## config.mk

```make
export PLATFORM = sky130hd
export DESIGN_NAME = scs_clock_select
export DESIGN_NICKNAME = d
export VERILOG_FILES = /design/src/rtl/scs_pkg.sv /design/src/rtl/scs_clock_select.sv /design/src/rtl/scs_int_divider.sv
export SDC_FILE = /design/constraint.sdc
export NUM_CORES = 1
export LEC_CHECK = 0
export ABC_AREA = 1
export BUFFER_PORTS_ARGS = -buffer_cell sky130_fd_sc_hd__buf_4
export CORE_AREA = 5 5 90 92
export CTS_CLUSTER_DIAMETER = 100
export DETAILED_ROUTE_END_ITERATION = 12
export DIE_AREA = 0 0 95 97
export GPL_TIMING_DRIVEN = 0
export PLACE_DENSITY = 0.66
export SKIP_CTS_REPAIR_TIMING = 1
export SYNTH_ARGS = -nofsm -noshare
export SYNTH_HDL_FRONTEND = slang
export SYNTH_HIERARCHICAL = 1
export SYNTH_SLANG_ARGS = --single-unit
```

## constraint.sdc

```tcl
create_clock -name clk -period 1.4 [get_ports clk]
set_clock_uncertainty 0.15 [all_clocks]
set_input_delay 0.07 -clock clk [delete_from_list [all_inputs] [get_ports clk]]
set_output_delay 0.07 -clock clk [all_outputs]
set_load 0.005 [all_outputs]
```

## src/rtl/scs_pkg.sv

```systemverilog
/*
 Shared constants and types for the system clock source select block:
 register addresses, field positions, reset values, divider and
 external-mode codes, timing figures and the packed state records.
 Assumes a single 25 MHz clock and a byte-wide special-register bus.
*/
package scs_pkg;

    // ========================================
    // bus and register addresses
    localparam int ADDR_W = 8;
    localparam int DATA_W = 8;
    localparam logic [7:0] ADDR_INT_OSC_CTRL = 8'h8A;
    localparam logic [7:0] ADDR_OSC_PERIOD_TRIM = 8'h8B;
    localparam logic [7:0] ADDR_EXT_OSC_CTRL = 8'h8C;
    localparam logic [7:0] ADDR_CLK_SELECT = 8'h8D;
    localparam logic [7:0] ADDR_MCD_CTRL = 8'h8E;

    // ========================================
    // fields and reset values
    localparam int TRIM_W = 7;
    localparam logic [6:0] TRIM_FACTORY = 7'h40; // factory trim, value arbitrary here
    localparam logic [7:0] INT_OSC_CTRL_RESET = 8'hC0;
    localparam int INT_EN_BIT = 7;
    localparam int INT_RDY_BIT = 6;
    localparam int SETTLED_BIT = 7;
    localparam int EXT_MODE_LSB = 4;
    localparam int MCD_EN_BIT = 0;
    localparam int MCD_FLAG_BIT = 1;

    localparam logic [1:0] DIV_BY8 = 2'h0;
    localparam logic [1:0] DIV_BY4 = 2'h1;
    localparam logic [1:0] DIV_BY2 = 2'h2;
    localparam logic [1:0] DIV_BY1 = 2'h3;

    localparam logic [2:0] EXT_CMOS = 3'h2;
    localparam logic [2:0] EXT_CMOS_DIV2 = 3'h3;
    localparam logic [2:0] EXT_CRYSTAL = 3'h6;

    // ========================================
    // timing
    localparam int CLK_KHZ = 25000;
    localparam int MCD_TIMEOUT_US = 220;
    localparam int MCD_CYCLES = MCD_TIMEOUT_US * CLK_KHZ / 1000;
    localparam int SETTLE_EDGES = 16;
    localparam int MCD_CNT_W = 16;
    localparam int SETTLE_CNT_W = 8;

    // ========================================
    // types
    typedef struct packed {
        logic [2:0] cnt;
        logic tick;
    } scs_div_state_type;

    typedef struct packed {
        logic [TRIM_W-1:0] trim;
        logic intEn;
        logic intRdy;
        logic [1:0] intDiv;
        logic clock_select_register;
        logic [2:0] extMode;
        logic [2:0] extFcn;
        logic extPrev;
        logic extHalf;
        logic extTick;
        logic [SETTLE_CNT_W-1:0] settleCnt;
        logic xtalOk;
        logic mcdEn;
        logic mcdFlag;
        logic [MCD_CNT_W-1:0] mcdCnt;
        logic mcdReset;
        logic sysTick;
        logic [DATA_W-1:0] rdata;
    } scs_state_type;

    // terminal count of the internal divider for each field code
    function automatic logic [2:0] divLimit(input logic [1:0] code);
        case (code)
            DIV_BY1: divLimit = 3'h0;
            DIV_BY2: divLimit = 3'h1;
            DIV_BY4: divLimit = 3'h3;
            default: divLimit = 3'h7;
        endcase
    endfunction

endpackage
```

## src/rtl/scs_clock_select.sv

```systemverilog
/*
 System clock source select: internal oscillator control with post-divider,
 trim register, external oscillator mode and settle flag, clock source
 switch and missing-clock detector.  Clocks are modelled as one-cycle
 ticks on the 25 MHz block clock; the external pin is sampled synchronously.
*/
// Functional notes
// reset always returns to internal oscillator
// trim register, factory value after reset
// software keeps trim below 25 MHz
// internal clock divided by 1,2,4,8
// divider code 11 passes clock undivided
// codes 00,01,10 divide by 8,4,2
// bit7 enables oscillator, bit6 reports ready
// select bit 1 external, 0 internal
// external clock always feeds peripheral tick
// run-time switching; software switches only settled sources
// enable and divider in one write work
// crystal settled flag set after stabilising
// software waits 1 ms before flag check
// software sets external type and frequency first
// RC and C modes usable at once
// missing clock timeout starts a reset
module scs_clock_select #(
    parameter int MCD_TIMEOUT_CYCLES = scs_pkg::MCD_CYCLES,
    parameter int SETTLE_EDGES = scs_pkg::SETTLE_EDGES
) (
    input wire logic clk,
    input wire logic reset,
    input wire logic [scs_pkg::ADDR_W-1:0] sfrAddr,
    input wire logic sfrWrite,
    input wire logic sfrRead,
    input wire logic [scs_pkg::DATA_W-1:0] sfrWdata,
    output logic [scs_pkg::DATA_W-1:0] sfrRdata,
    input wire logic extOscPinA,
    output logic coreClockTick,
    output logic extClockTick,
    output logic intOscEnable,
    output logic [scs_pkg::TRIM_W-1:0] oscPeriodTrim,
    output logic mcdResetReq
);
    scs_pkg::scs_state_type st_r;
    scs_pkg::scs_state_type st_nxt;
    logic intTick;
    logic extRise;
    logic extHalved;
    logic extReady;
    logic crystalMode;

    localparam logic [scs_pkg::MCD_CNT_W-1:0] MCD_LAST =
        scs_pkg::MCD_CNT_W'(MCD_TIMEOUT_CYCLES - 1);
    localparam logic [scs_pkg::SETTLE_CNT_W-1:0] SETTLE_LAST =
        scs_pkg::SETTLE_CNT_W'(SETTLE_EDGES - 1);

    // ========================================
    // internal oscillator post-divider
    scs_int_divider u_div (
        .clk(clk),
        .reset(reset),
        .enable(st_r.intEn),
        .divSel(st_r.intDiv),
        .tick(intTick)
    );

    // ========================================
    // external oscillator decode
    assign crystalMode = (st_r.extMode[2:1] == 2'h3);
    assign extRise = extOscPinA && !st_r.extPrev && (st_r.extMode[2:1] != 2'h0);
    // the /2 modes keep every second rising edge
    assign extHalved = (st_r.extMode == scs_pkg::EXT_CMOS_DIV2)
        || (st_r.extMode[2:1] == 2'h2) || (st_r.extMode == 3'h7);
    // RC, C and CMOS count as ready once enabled; crystal waits for settle
    assign extReady = crystalMode ? st_r.xtalOk : (st_r.extMode[2:1] != 2'h0);

    always_comb
    begin
        st_nxt = st_r;
        st_nxt.extPrev = extOscPinA;
        st_nxt.mcdReset = 1'b0;
        st_nxt.intRdy = st_r.intEn;

        // ========================================
        // external edges, halving and settle count
        st_nxt.extTick = extRise;
        if (extRise)
        begin
            st_nxt.extHalf = !st_r.extHalf;
        end
        if (!crystalMode)
        begin
            st_nxt.settleCnt = '0;
            st_nxt.xtalOk = 1'b0;
        end
        else if (extRise && !st_r.xtalOk)
        begin
            if (st_r.settleCnt == SETTLE_LAST)
            begin
                st_nxt.xtalOk = 1'b1;
            end
            else
            begin
                st_nxt.settleCnt = st_r.settleCnt + 1'b1;
            end
        end

        // ========================================
        // system clock source
        if (st_r.clock_select_register)
        begin
            // switch is immediate; software only picks a settled source
            st_nxt.sysTick = extRise && extReady && (!extHalved || st_r.extHalf);
        end
        else
        begin
            st_nxt.sysTick = intTick;
        end

        // ========================================
        // missing clock detector
        if (!st_r.mcdEn || st_r.sysTick)
        begin
            st_nxt.mcdCnt = '0;
        end
        else if (st_r.mcdCnt == MCD_LAST)
        begin
            st_nxt.mcdCnt = '0;
            st_nxt.mcdReset = 1'b1;
            st_nxt.mcdFlag = 1'b1;
        end
        else
        begin
            st_nxt.mcdCnt = st_r.mcdCnt + 1'b1;
        end

        // ========================================
        // register writes
        if (sfrWrite)
        begin
            case (sfrAddr)
                scs_pkg::ADDR_INT_OSC_CTRL:
                begin
                    // enable and divider in one write: no start-up wait needed
                    st_nxt.intEn = sfrWdata[scs_pkg::INT_EN_BIT];
                    st_nxt.intDiv = sfrWdata[1:0];
                end
                scs_pkg::ADDR_OSC_PERIOD_TRIM:
                begin
                    st_nxt.trim = sfrWdata[scs_pkg::TRIM_W-1:0];
                end
                scs_pkg::ADDR_EXT_OSC_CTRL:
                begin
                    st_nxt.extMode = sfrWdata[scs_pkg::EXT_MODE_LSB+:3];
                    st_nxt.extFcn = sfrWdata[2:0];
                end
                scs_pkg::ADDR_CLK_SELECT:
                begin
                    st_nxt.clock_select_register = sfrWdata[0];
                end
                scs_pkg::ADDR_MCD_CTRL:
                begin
                    st_nxt.mcdEn = sfrWdata[scs_pkg::MCD_EN_BIT];
                    // write-one-to-clear; a timeout this cycle wins
                    if (sfrWdata[scs_pkg::MCD_FLAG_BIT] && !st_nxt.mcdReset)
                    begin
                        st_nxt.mcdFlag = 1'b0;
                    end
                end
                default:
                begin
                end
            endcase
        end

        // ========================================
        // register reads, one cycle latency; unmapped reads zero
        st_nxt.rdata = '0;
        if (sfrRead)
        begin
            case (sfrAddr)
                scs_pkg::ADDR_INT_OSC_CTRL:
                    st_nxt.rdata = {st_r.intEn, st_r.intRdy, 4'h0, st_r.intDiv};
                scs_pkg::ADDR_OSC_PERIOD_TRIM:
                    st_nxt.rdata = {1'b0, st_r.trim};
                scs_pkg::ADDR_EXT_OSC_CTRL:
                    st_nxt.rdata = {st_r.xtalOk, st_r.extMode, 1'b0, st_r.extFcn};
                scs_pkg::ADDR_CLK_SELECT:
                    st_nxt.rdata = {7'h00, st_r.clock_select_register};
                scs_pkg::ADDR_MCD_CTRL:
                    st_nxt.rdata = {6'h00, st_r.mcdFlag, st_r.mcdEn};
                default:
                    st_nxt.rdata = '0;
            endcase
        end
    end

    always_ff @(posedge clk)
    begin
        if (reset)
        begin
            st_r <= '0;
            st_r.intEn <= scs_pkg::INT_OSC_CTRL_RESET[scs_pkg::INT_EN_BIT];
            st_r.intRdy <= scs_pkg::INT_OSC_CTRL_RESET[scs_pkg::INT_RDY_BIT];
            st_r.intDiv <= scs_pkg::INT_OSC_CTRL_RESET[1:0];
            st_r.trim <= scs_pkg::TRIM_FACTORY;
            st_r.clock_select_register <= 1'b0;
        end
        else
        begin
            st_r <= st_nxt;
        end
    end

    assign coreClockTick = st_r.sysTick;
    assign extClockTick = st_r.extTick;
    assign intOscEnable = st_r.intEn;
    assign oscPeriodTrim = st_r.trim;
    assign mcdResetReq = st_r.mcdReset;
    assign sfrRdata = st_r.rdata;

    // ========================================
    // checks
    resetInternal_a: assert property (@(posedge clk) reset |=> !st_r.clock_select_register && st_r.intEn)
        else $error("reset did not return to internal oscillator");

    divByOne_a: assert property (@(posedge clk) disable iff (reset)
        (st_r.intEn && st_r.intDiv == scs_pkg::DIV_BY1) |=> intTick)
        else $error("divide-by-one code did not tick every cycle");

    divByEight_a: assert property (@(posedge clk) disable iff (reset)
        (intTick && st_r.intEn && st_r.intDiv == scs_pkg::DIV_BY8)
        ##1 (st_r.intEn && st_r.intDiv == scs_pkg::DIV_BY8)[*8] |-> intTick)
        else $error("divide-by-eight spacing wrong");

    divGap_a: assert property (@(posedge clk) disable iff (reset)
        (intTick && st_r.intDiv != scs_pkg::DIV_BY1) |=> !intTick)
        else $error("divided tick came back to back");

    intReady_a: assert property (@(posedge clk) disable iff (reset)
        st_r.intEn |=> st_r.intRdy)
        else $error("ready flag did not follow enable");

    writeOnce_a: assert property (@(posedge clk) disable iff (reset)
        (sfrWrite && sfrAddr == scs_pkg::ADDR_INT_OSC_CTRL)
        |=> st_r.intEn == $past(sfrWdata[7]) && st_r.intDiv == $past(sfrWdata[1:0]))
        else $error("enable and divider write not taken together");

    srcInternal_a: assert property (@(posedge clk) disable iff (reset)
        (!st_r.clock_select_register && intTick) |=> coreClockTick)
        else $error("internal tick lost on core clock");

    srcExternal_a: assert property (@(posedge clk) disable iff (reset)
        (st_r.clock_select_register && !extRise) |=> !coreClockTick)
        else $error("core tick without external edge");

    periphClock_a: assert property (@(posedge clk) disable iff (reset)
        extRise |=> extClockTick)
        else $error("peripheral tick missed external edge");

    xtalFlag_a: assert property (@(posedge clk) disable iff (reset)
        !crystalMode |=> !st_r.xtalOk)
        else $error("settled flag set outside crystal mode");

    missingClock_a: assert property (@(posedge clk) disable iff (reset)
        mcdResetReq |-> $past(st_r.mcdCnt) == MCD_LAST && !$past(st_r.sysTick))
        else $error("missing clock reset at wrong count");
endmodule

```

## src/rtl/scs_int_divider.sv

```systemverilog
/*
 Post-divider for the internal oscillator: emits a one-cycle tick every
 1, 2, 4 or 8 clocks.  Assumes the oscillator output is the block clock.
*/
module scs_int_divider (
    input wire logic clk,
    input wire logic reset,
    input wire logic enable,
    input wire logic [1:0] divSel,
    output logic tick
);
    scs_pkg::scs_div_state_type state_r;
    scs_pkg::scs_div_state_type state_nxt;

    always_comb
    begin
        state_nxt = state_r;
        state_nxt.tick = 1'b0;
        if (!enable)
        begin
            state_nxt.cnt = 3'h0;
        end
        else if (state_r.cnt >= scs_pkg::divLimit(divSel))
        begin
            state_nxt.cnt = 3'h0;
            state_nxt.tick = 1'b1;
        end
        else
        begin
            state_nxt.cnt = state_r.cnt + 3'h1;
        end
    end

    always_ff @(posedge clk)
    begin
        if (reset)
        begin
            state_r <= '0;
        end
        else
        begin
            state_r <= state_nxt;
        end
    end

    assign tick = state_r.tick;
endmodule

```

# Yosys cells after proc, flatten, opt, wreduce, memory -nomap -nowiden

Cells that the tools add are included.

Register bits: 62
Bits in latches: 0
Memory bits (writable): 0
ROM bits: 0
Input port bits: 21
Output and inout bits: 19
Logic and storage cells: 84
Memories kept: 0

Add/subtract/negate cells: 3
Multiply operators: 0
Div/mod/pow operators: 0
Order comparisons: 1
Equality and inequality tests: 14
Shift-type cells: 0
Mux-type cells: 13
Bitwise logic cells: 4
Reduce and logical (&&, ||, !) cells: 29

Operator list:

| cell                                             | number |
|---|---|
| == test 8 bit (second input constant)            | 5 |
| case mux 8 bit (5 select lines)                  | 1 |
| adder 16 x 1 -> 16 bit (second input constant)   | 1 |
| == test 16 x 13 -> 1 bit (second input constant) | 1 |
| AND reduction 2 bit                              | 7 |
| 2-to-1 mux 1 bit                                 | 10 |
| case mux 3 bit (3 select lines)                  | 1 |
| adder 8 x 1 -> 8 bit (second input constant)     | 1 |
| == test 2 bit (second input constant)            | 4 |
| == test 8 x 4 -> 1 bit (second input constant)   | 1 |
| logical AND 1 bit                                | 6 |
| zero test 1 bit                                  | 6 |
| OR reduction 2 bit                               | 3 |
| OR reduction 3 bit                               | 2 |
| logical OR 1 bit                                 | 4 |
| NOT 1 bit                                        | 4 |
| adder 3 x 1 -> 3 bit (second input constant)     | 1 |
| == test 3 x 2 -> 1 bit (second input constant)   | 1 |
| == test 3 bit (second input constant)            | 1 |
| greater-or-equal comparator 3 bit                | 1 |
| 2-to-1 mux 3 bit                                 | 1 |
| == test 2 x 1 -> 1 bit (second input constant)   | 1 |
| nonzero test 2 bit                               | 1 |

# Depth between registers and ports, before layout

Gate-level depths: netlist of the first run.

Depth in word-level cells: 8
Gate-level depth with buffers: 9
Depth with buffers taken out: 9

# By module

The synthesis of the first run kept the hierarchy.

Modules (own cells, without submodules):

| module           | instances | cells each | area an instance (µm²) | sequential area each (µm²) |
|---|---|---|---|---|
| scs_clock_select | 1         | 396        | 2902.8                 | 1161.1 |
| scs_int_divider  | 1         | 27         | 224.0                  | 80.1 |

# Worst setup path after synthesis of the first run

No wires, ideal clock.

Path kind: register to register
Start: register st_r[10] (netlist name)
End: register st_r[20] (netlist name)
Library setup time: 115 ps
Arrival time: 1114 ps
Required time: 1135 ps
Slack: 21 ps
Cell stages (with the launch flop): 8
Path buffers: 1
Cell sequence: dfxtp_1 > ha_1 > nand4_1 > nor2_1 > nand2_2 > nand3_4 > buf_12 > nor2_2

Cells in the longest elaborated chain, start to end: 2
Elaborated cells on any way between the ends: 3

Ends and longest elaborated chain:

| item                                                                           | line                    | source |
|---|---|---|
| start, declared                                                                | scs_clock_select.sv:42  | `scs_pkg::scs_state_type st_r;` |
| start signal, assigned                                                         | scs_clock_select.sv:209 | `st_r <= st_nxt;` |
| parallel branches: the longest is 2 deep, another holds adder 16 x 1 -> 16 bit | n/a                     |  |

Parallel ways; which one is timed is not known.
A chain may end at the register's enable or synchronous reset.

# Worst setup path in the final report of the first run

Start: register st_r[11] (netlist name)
End: register st_r[18] (netlist name)

Same word-level chain as after synthesis.

==> run_results.csv, run 1 <==
group,metric,value,unit
worst_setup_path,cp_slowest_cell,"dfxtp_2",
sta,fin_crit,1.43,ns
pwr,peakVddDrop,0.000697,V
cts,path_clk_slew,0.07,ns
cells_and_area,layout_commonest_cell,"nand2_1",
detailed_routing,drtIter0Drc,113,
pwr,p_sw,796,uW
die,fp-row-count,31,
placed_design,dp_slack,-0.173,ns
cells_and_area,final_cell_mix,"72 x nand2_1, 62 x buf_4, 51 x inv_1",
cts,cts_buffer_depth,2,
synth,synth_warnings,6,
status,status,"finished with violations",
status,violations,"negative hold slack, negative setup slack",
detailed_routing,route.detailed.drc,0,
cts,numCtsBuffers,9,
sta,hold_viol,1,
cells_and_area,area_growth,32.8,%
cells_and_area,antenna_cells,0,
die,coreArea,7140,um^2
placed_design,place.gp.congestion,0.835,
cts,ctsHtreeMaxLevel,3,
sta,period_share,102,%
sta,setup_viol,10,
pwr,pwr-share-clk,45.7,%
cells_and_area,final_cell_count_no_fill,598,
global_route,grt_pass1_vias,2609,
sta,slew_headroom,73.2,%
pwr,p_per_area,869,nW/um^2
worst_setup_path,critPathLaunchType,"flip-flop",
cts,cts_root_buf,"clkbuf_8",
pwr,p_comb_share,5.1,%
detailed_routing,ant_nets,0,
worst_setup_path,path_cells,"ha_4, nand4_1, nor2_2, nand2_2, nand3_4, clkbuf_16, nor2_2",
pwr,power.leakage,0.00166,uW
placed_design,port_buffers,39,
cells_and_area,drive_gt1_share,34.5,%
worst_setup_path,crit_required,1.48,ns
synth,syn_area,3130,um^2
die,dieArea,9220,um^2
pwr,seqPwrFrac,49.1,%
worst_setup_path,cp-end-kind,"flip-flop",
pwr,power.internal,2810,uW
worst_setup_path,cp_common_cell,"nor2_2",
cts,clock-sinks,62,
global_route,grtUsageTotal,16.0,%
synth,syn_area_per_cell,7.39,um^2
cells_and_area,final_nets,522,
placed_design,place_inst,561,
min_path,hold_path.class,"primary input to flip-flop",
global_route,grt_max_degree,11,
global_route,grt_pass1_wl,11.8,mm
synth,synth_seq_cells,62,
sta,clock.fmax,699,MHz
sta,timing.hold.ws,-0.0115,ns
worst_setup_path,path_max_fanout,5,
placed_design,dp_hpwl,5.23,mm
pwr,switching_share,22.0,%
sta,setup_ws,-0.0305,ns
worst_setup_path,critPathMaxStageDelay,0.35,ns
cts,cts_tree,"built",
die,fp.dieH,97,um
detailed_routing,via_count,2788,
sta,maxSlewViolCount,0,
synth,synth_cells,423,
synth,ys_seq_area_share,39.7,%
detailed_routing,vias_per_cell,4.66,
worst_setup_path,timing_worst_setup_path_type,"flip-flop to flip-flop",
cts,insertion_delay,0.34,ns
cells_and_area,postLayoutCoreUtil,58.2,%
die,io_pins,40,
global_route,antenna_found_initial,0,
detailed_routing,first_pass_iters,4,
detailed_routing,drt-total-wl,7.28,mm
sta,rsz0062_at_grt,"true",
sta,worst_slew_pin_slew,0.403,ns
die,start_util,43.8,%
global_route,gr-total-overflow,0,
worst_setup_path,crit_arrival,1.51,ns
cells_and_area,n_fill_cell,667,
job,cap_viol_max_count,0,
synth,syn_nets,450,
synth,yosysUniqueCellTypes,37,
pwr,fin_total_pwr,3610,uW
detailed_routing,wl_per_cell,12.2,um
die,die_x,95,um
==> cell usage after synthesis (all sizes together) <==
cell	count	area [um^2]
a21boi	1	7.51
a21oi	31	170
buf	20	168
clkbuf	2	7.51
clkinv	1	3.75
dfxtp	62	1240
ha	6	75.1
inv	59	221
nand2	88	355
nand3	33	193
nand3b	2	15.0
nand4	6	43.8
nor2	70	362
nor3	5	36.3
o211ai	2	15.0
o21ai	24	124
o22ai	1	6.26
or2	2	12.5
xnor2	2	17.5
xor2	6	52.6
==> critical path, delay by kind of cell, from the launching register on <==
kind | cells | cell delay (ns)
buf+inv | 1 | 0.16
flops | 1 | 0.35
simple gates | 5 | 0.51
fa+ha+maj | 1 | 0.14
==> final cells by class <==
class | instances | area [um^2] | share of cell area [%]
multi-input cells | 280 | 1650 | 39.8
flip-flops and latches | 62 | 1270 | 30.5
repair buffers | 60 | 502 | 12.1
inverters | 60 | 225 | 5.42
plain buffers | 22 | 175 | 4.22
clock buffers | 12 | 165 | 3.98
well taps | 99 | 124 | 2.98
clock inverters | 3 | 42.5 | 1.02
==> state kept, by name, indices dropped and copies added, names as in the netlist <==
name	flops
coreClockTick	1
extClockTick	1
intOscEnable	1
mcdResetReq	1
oscPeriodTrim	7
sfrRdata	8
st_r	39
u_div/state_r	3
u_div/tick	1
==> metal layers <==
metal,routed length (um),vias up,GRT usage (%)
li1,-,1468,-
met1,3330,1265,20.3
met2,3590,41,25.9
met3,248,14,3.80
met4,116,0,6.33
met5,0,-,0
==> power groups by stage <==
stage / clock network, uW / logic [uW] / registers (uW)
after CTS: 1690 / 155 / 1780
final: 1650 / 186 / 1770
after global routing: 1760 / 208 / 1770
after global placement: 0 / 152 / 1820
after floorplan: 0 / 80.0 / 1820
after detailed placement: 0 / 155 / 1820
==> worst paths after layout <==
| path | start | to | slack, ns | cells after the start |
|---|---|---|---|---|
| hold reg to reg | u_div/state_r[1] | u_div/state_r[1] | 0.31 | 1 |
| setup reg to reg | st_r[11] | st_r[18] | -0.03 | 7 |
| hold / removal | reset | st_r[48] | -0.01 | 3 |
| setup / recovery | st_r[11] | st_r[18] | -0.03 | 7 |
==> per-stage QoR <==
stage               TNS (ns)  cell area [um^2]
floorplan                  0              3130
global placement       -2.16              3540
detailed placement     -3.17              3540
CTS                    -3.45              3750
global route           -1.66              4150
finish                -0.151              4150
==> cell families after synthesis <==
family          count (synthesis)  synth area share [%]
simple gates                  206                  32.5
buf+inv                        82                  12.8
flops                          62                  39.7
compound gates                 59                  10.3
xor+xnor                        8                  2.24
fa+ha+maj                       6                  2.40
(Power assumes the default switching activity.)
==> run 2, diff against run 1 <==
clock period = 1.3 ns   (was 1.4 ns; I/O delays follow)
==> run 2 against run 1 <==
The flow still finishes with violations (negative hold slack, negative setup slack). Sequential share of layout area down 0.47 points. Final cell count is 0.67% higher. Clock-buffer cell count decreased by 1. Global-route usage fell by 0.65 points. Setup slack worse by 0.11 ns. Largest cell class unchanged.
==> run_results.csv, run 2 (synthesis results as in run 1) <==
group,metric,value,unit
detailed_routing,route.detailed.drc,0,
pwr,p_per_area,918,nW/um^2
cts,cts_root_buf,"clkbuf_8",
worst_setup_path,crit_path_end,"st_r[31]",
placed_design,port_buffers,39,
detailed_routing,ant_nets,0,
placed_design,place.gp.congestion,0.845,
global_route,use_met1,19.0,%
sta,period_share,111,%
sta,worst_slew_pin_slew,0.437,ns
global_route,grt_pass1_wl,11.3,mm
worst_setup_path,r2r_slack,-0.15,ns
sta,setup_ws,-0.145,ns
min_path,hp-start,"sfrAddr[0]",
worst_setup_path,timing_worst_setup_path_type,"flip-flop to flip-flop",
placed_design,dp_hpwl,5.11,mm
cts,numCtsBuffers,9,
pwr,fin_total_pwr,3880,uW
job,cap_viol_max_count,0,
worst_setup_path,rr_startpoint,"st_r[29]",
sta,fin_crit,1.45,ns
worst_setup_path,cp_slowest_cell,"dfxtp_4",
global_route,grt.busiest_layer,"met2",
worst_setup_path,critPathMaxStageDelay,0.38,ns
worst_setup_path,rr_worst_depth,7,
cells_and_area,layout_commonest_cell,"nand2_1",
worst_setup_path,cp-end-kind,"flip-flop",
cts,ctsHtreeMaxLevel,3,
die,coreArea,7140,um^2
cells_and_area,final_nets,525,
sta,slew_headroom,70.9,%
detailed_routing,vias_per_cell,4.64,
sta,hold_viol,3,
die,io_pins,40,
worst_setup_path,critPathLaunchType,"flip-flop",
cells_and_area,n_fill_cell,676,
global_route,grt_util_met3,4.27,%
die,die_x,95,um
status,violations,"negative hold slack, negative setup slack",
detailed_routing,first_pass_iters,4,
cells_and_area,area_growth,35.2,%
cts,path_clk_slew,0.07,ns
cells_and_area,regMostFlops,"st_r",
min_path,hold_path.class,"primary input to flip-flop",
cts,cts_tree,"built",
cts,cts_buffer_depth,2,
status,status,"finished with violations",
detailed_routing,drtIter0Drc,141,
cts,clock-sinks,62,
worst_setup_path,path_max_fanout,5,
global_route,grt_pass1_vias,2554,
sta,clock.fmax,692,MHz
cells_and_area,postLayoutCoreUtil,59.2,%
cells_and_area,antenna_cells,0,
sta,timing.hold.ws,-0.0271,ns
die,start_util,43.8,%
cells_and_area,largest_reg_flops,39,
global_route,grtUsageTotal,15.4,%
pwr,peakVddDrop,0.000630,V
detailed_routing,via_count,2792,
worst_setup_path,cp-startpoint,"st_r[29]",
detailed_routing,wl_per_cell,12.1,um
global_route,gr-total-overflow,0,
worst_setup_path,crit_arrival,1.53,ns
global_route,grt_max_degree,12,
detailed_routing,drt-total-wl,7.26,mm
sta,setup_viol,27,
cells_and_area,drive_gt1_share,36.0,%
global_route,antenna_found_initial,0,
cts,insertion_delay,0.34,ns
global_route,use_met2,24.6,%
pwr,power.leakage,0.00167,uW
worst_setup_path,r2r_end,"st_r[31]",
sta,rsz0062_at_grt,"true",
worst_setup_path,path_cells,"ha_4, nand3_4, nor2_4, buf_6, nor2_4, a21oi_2, nor2_1",
worst_setup_path,crit_required,1.39,ns
cells_and_area,final_cell_mix,"77 x nand2_1, 62 x buf_4, 47 x inv_1, 47 x dfxtp_1, 42 x nor2_1",
die,fp.dieH,97,um
die,fp-row-count,31,
worst_setup_path,cp_common_cell,"nor2_4",
sta,maxSlewViolCount,0,
die,dieArea,9220,um^2
==> run 2: worst min-delay path by stage <==
stage                       end  cells past startpoint  slack (ns)
5_1_grt                st_r[31]                      5      -0.001
2_1_floorplan          st_r[39]                      2        0.02
3_3_place_gp   oscPeriodTrim[6]                      3        0.13
3_5_place_dp   oscPeriodTrim[6]                      3        0.14
4_1_cts        oscPeriodTrim[6]                      3       -0.22
6_report            sfrRdata[0]                      5       -0.03
==> run 2: layer usage <==
metal,vias to the layer above,wire length (um)
met2,50,3620
met3,10,274
met1,1254,3250
met5,-,0
met4,0,114
li1,1478,-
==> run 2: layout make-up <==
cell class                      count  area (um^2)  area share (%)
Inverter                           60          228            5.39
Clock buffer                       11          151            3.58
Clock inverter                      5         57.6            1.36
Sequential cell                    62         1270            30.0
Multi-Input combinational cell    280         1690            39.9
Timing Repair Buffer               63          533            12.6
Buffer                             22          175            4.14
Tap cell                           99          124            2.93
==> run 2: critical path: cells and delay by family, from the launching register on <==
| family | cells | cell delay, ns |
|---|---|---|
| AOI/OAI and AO/OA | 1 | 0.13 |
| and+or+nand+nor | 4 | 0.39 |
| DFF | 1 | 0.38 |
| buffers and inverters | 1 | 0.12 |
| adders and majority gates | 1 | 0.15 |
==> run 2: per-stage QoR <==
stage               cell area, um^2  TNS (ns)  setup slack (ns)  instances
finish                         4230     -2.82            -0.145        602
global route                   4230     -4.55            -0.195        602
CTS                            3800     -3.51            -0.172        577
detailed placement             3590     -3.06            -0.147        561
global placement               3590     -2.62            -0.139        561
floorplan                      3170    -0.157           -0.0250        423
==> run 2: where the power goes <==
group | switching, uW | internal, uW
clock network | 765 | 985
registers | 8.66 | 1900
logic | 109 | 109
==> run 3, diff against run 2 <==
CORE_AREA = 5 5 89 91   (was 5 5 90 92)
DIE_AREA = 0 0 94 96   (was 0 0 95 97)
PLACE_DENSITY = 0.65   (was 0.66)
SYNTH_HIERARCHICAL = default   (was 1)
==> run 3 against run 2 <==
The run still ends with negative hold slack, negative setup slack left. Die area down 2.1%. Clock power rose by 7%. Via count up 3.7%. Non-clock buffer count down 5. Design area is 2.9% lower. Combinational power shrank 9.2%. Sequential share of layout area rose by 1.0 points. Global-route usage increased by 0.89 points. Register-to-register slack gained 0.03 ns. Core utilization is 1.1 points lower. Clock-buffer cell count down 1. Critical path depth decreased by 1. Critical path type unchanged. Largest cell class unchanged.
==> run_results.csv, run 3 <==
group,metric,value,unit
worst_setup_path,path_max_fanout,4,
worst_setup_path,rr_worst_depth,6,
detailed_routing,drtIter0Drc,110,
cells_and_area,area_growth,35.5,%
sta,maxSlewViolCount,0,
detailed_routing,first_pass_iters,4,
die,coreArea,7060,um^2
synth,yosys-top-cells-count,"104 x nand2_1, 62 x dfxtp_1, 59 x nor2_1",
sta,clock.fmax,705,MHz
synth,synth_warnings,0,
sta,period_share,109,%
pwr,fin_total_pwr,3990,uW
global_route,grtUsageTotal,16.3,%
worst_setup_path,r2r_end,"st_r[20]",
cells_and_area,layout_commonest_cell,"nand2_1",
worst_setup_path,crit_path_end,"st_r[20]",
global_route,grt_pass1_vias,2598,
detailed_routing,ant_nets,0,
min_path,hold_path.class,"primary input to flip-flop",
status,violations,"negative hold slack, negative setup slack",
worst_setup_path,cp_slowest_cell,"dfxtp_4",
synth,synth_seq_cells,62,
detailed_routing,wl_per_cell,12.2,um
synth,syn_area_per_cell,6.93,um^2
placed_design,dp_slack,-0.169,ns
cts,cts_root_buf,"clkbuf_8",
synth,synth_cells,437,
sta,setup_ws,-0.119,ns
worst_setup_path,crit_required,1.43,ns
die,die_x,94,um
cells_and_area,largest_reg_flops,39,
detailed_routing,wl_met2,3.60,mm
worst_setup_path,cp-startpoint,"st_r[10]",
cells_and_area,antenna_cells,0,
worst_setup_path,rr_startpoint,"st_r[10]",
sta,setup_viol,27,
worst_setup_path,path_cells,"ha_4, nand3_2, inv_2, nand3_1, or2_0, a21oi_2",
cts,insertion_delay,0.34,ns
cts,clock-sinks,62,
global_route,gr-total-overflow,0,
detailed_routing,topRoutingLayerUsed,"met4",
worst_setup_path,timing_worst_setup_path_type,"flip-flop to flip-flop",
sta,slew_headroom,66.4,%
detailed_routing,drt-total-wl,7.45,mm
job,cap_viol_max_count,0,
placed_design,dp_hpwl,5.18,mm
sta,timing.hold.ws,-0.0205,ns
cells_and_area,final_cell_mix,"95 x nand2_1, 60 x buf_4, 47 x nor2_1",
sta,finalSetupTns,-2.20,ns
detailed_routing,route.detailed.drc,0,
status,status,"finished with violations",
die,fp.dieH,96,um
worst_setup_path,critPathMaxStageDelay,0.37,ns
synth,synth.most_common_cell,"nand2_1",
placed_design,port_buffers,39,
cts,ctsHtreeMaxLevel,3,
sta,hold_viol,3,
synth,yosys.area.top_type,"dfxtp_1",
die,io_pins,40,
detailed_routing,via_count,2896,
cells_and_area,regMostFlops,"st_r",
cts,cts_buffer_depth,2,
synth,synth-async-reset-ratio,0,%
synth,ys_seq_area_share,41.0,%
die,dieArea,9020,um^2
sta,rsz0062_at_grt,"true",
pwr,peakVddDrop,0.000716,V
worst_setup_path,critPathLaunchType,"flip-flop",
die,start_util,42.9,%
pwr,p_per_area,972,nW/um^2
die,fp-row-count,31,
placed_design,place.gp.congestion,0.904,
global_route,grt_max_degree,12,
min_path,holdPathStages,4,
synth,yosysUniqueCellTypes,28,
synth,synth-main-ff-cell,"dfxtp_1",
synth,syn_nets,464,
global_route,antenna_found_initial,0,
worst_setup_path,crit_arrival,1.55,ns
detailed_routing,vias_per_cell,4.76,
cts,cts_tree,"built",
cts,path_clk_slew,0.07,ns
synth,yosys.area.top_type_share,41.0,%
pwr,power.leakage,0.00170,uW
synth,synthTopCellsByArea,"dfxtp_1 41%, nand2_1 13%, nor2_1 7.3%, nand3_1 7.1%, inv_1 5.9%",
detailed_routing,wl_met1,3.33,mm
sta,fin_crit,1.42,ns
worst_setup_path,r2r_slack,-0.12,ns
synth,synth-edff-count,0,
sta,worst_slew_pin_slew,0.504,ns
synth,syn_area,3030,um^2
cells_and_area,final_nets,532,
cts,numCtsBuffers,9,
global_route,grt_pass1_wl,11.4,mm
detailed_routing,dr_wl_met3,365,um
cells_and_area,drive_gt1_share,32.4,%
worst_setup_path,cp-end-kind,"flip-flop",
-- run 3: kinds of logic after synthesis --
logic type      count (synthesis)  synth area share (%)
simple gates                  235                  33.7
xor+xnor                        9                  2.60
fa+ha+maj                       6                  2.48
buf+inv                        76                  12.1
compound gates                 49                  8.18
flops                          62                  41.0
-- run 3: final cells by class --
cell class              instances  area, um^2
flip-flops and latches         62        1280
plain buffers                  24         178
fillers                       673        2950
multi-input cells             300        1650
clock buffers                  10         138
repair buffers                 56         457
inverters                      52         195
clock inverters                 6        85.1
well taps                      99         124
-- run 3: power by group --
group	internal [uW]	total, uW	leakage [uW]	switching (uW)
combinational	97.8	198	0.00108	100
clock	1120	1880	0.000108	761
sequential	1900	1910	0.000511	7.89
total	3120	3990	0.00170	869
-- run 3: worst max-delay path: cells and delay by family (launching register included) --
kind / cells / cell delay (ns)
compound gates: 1 / 0.11
fa+ha+maj: 1 / 0.16
buf+inv: 1 / 0.10
flops: 1 / 0.37
simple gates: 3 / 0.47
-- run 3: worst min path at each step --
stage                     to  slack [ns]         from
2_1_floorplan   intOscEnable        0.03  sfrWdata[7]
3_3_place_gp    intOscEnable        0.12  sfrWdata[7]
3_5_place_dp    intOscEnable        0.13  sfrWdata[7]
4_1_cts         intOscEnable       -0.23  sfrWdata[7]
5_1_grt        coreClockTick        0.02        reset
6_report            st_r[27]       -0.02        reset
-- run 3: per-layer routing --
metal / up-vias / global-route usage [%]
met3: 13 / 6.18
met2: 64 / 27.6
met1: 1306 / 19.0
li1: 1513 / -
met4: 0 / 5.29
met5: - / 0
-- run 3: metrics by stage --
stage	instance area, um^2	std cells	hold slack [ns]	util (%)
final	4110	609	-0.0205	58.2
after detailed placement	3490	575	0.133	49.5
after global placement	3490	575	0.119	49.5
after CTS	3720	591	-0.231	52.6
after floorplan	3080	437	0.0282	-
after global routing	4110	609	0.0158	58.2
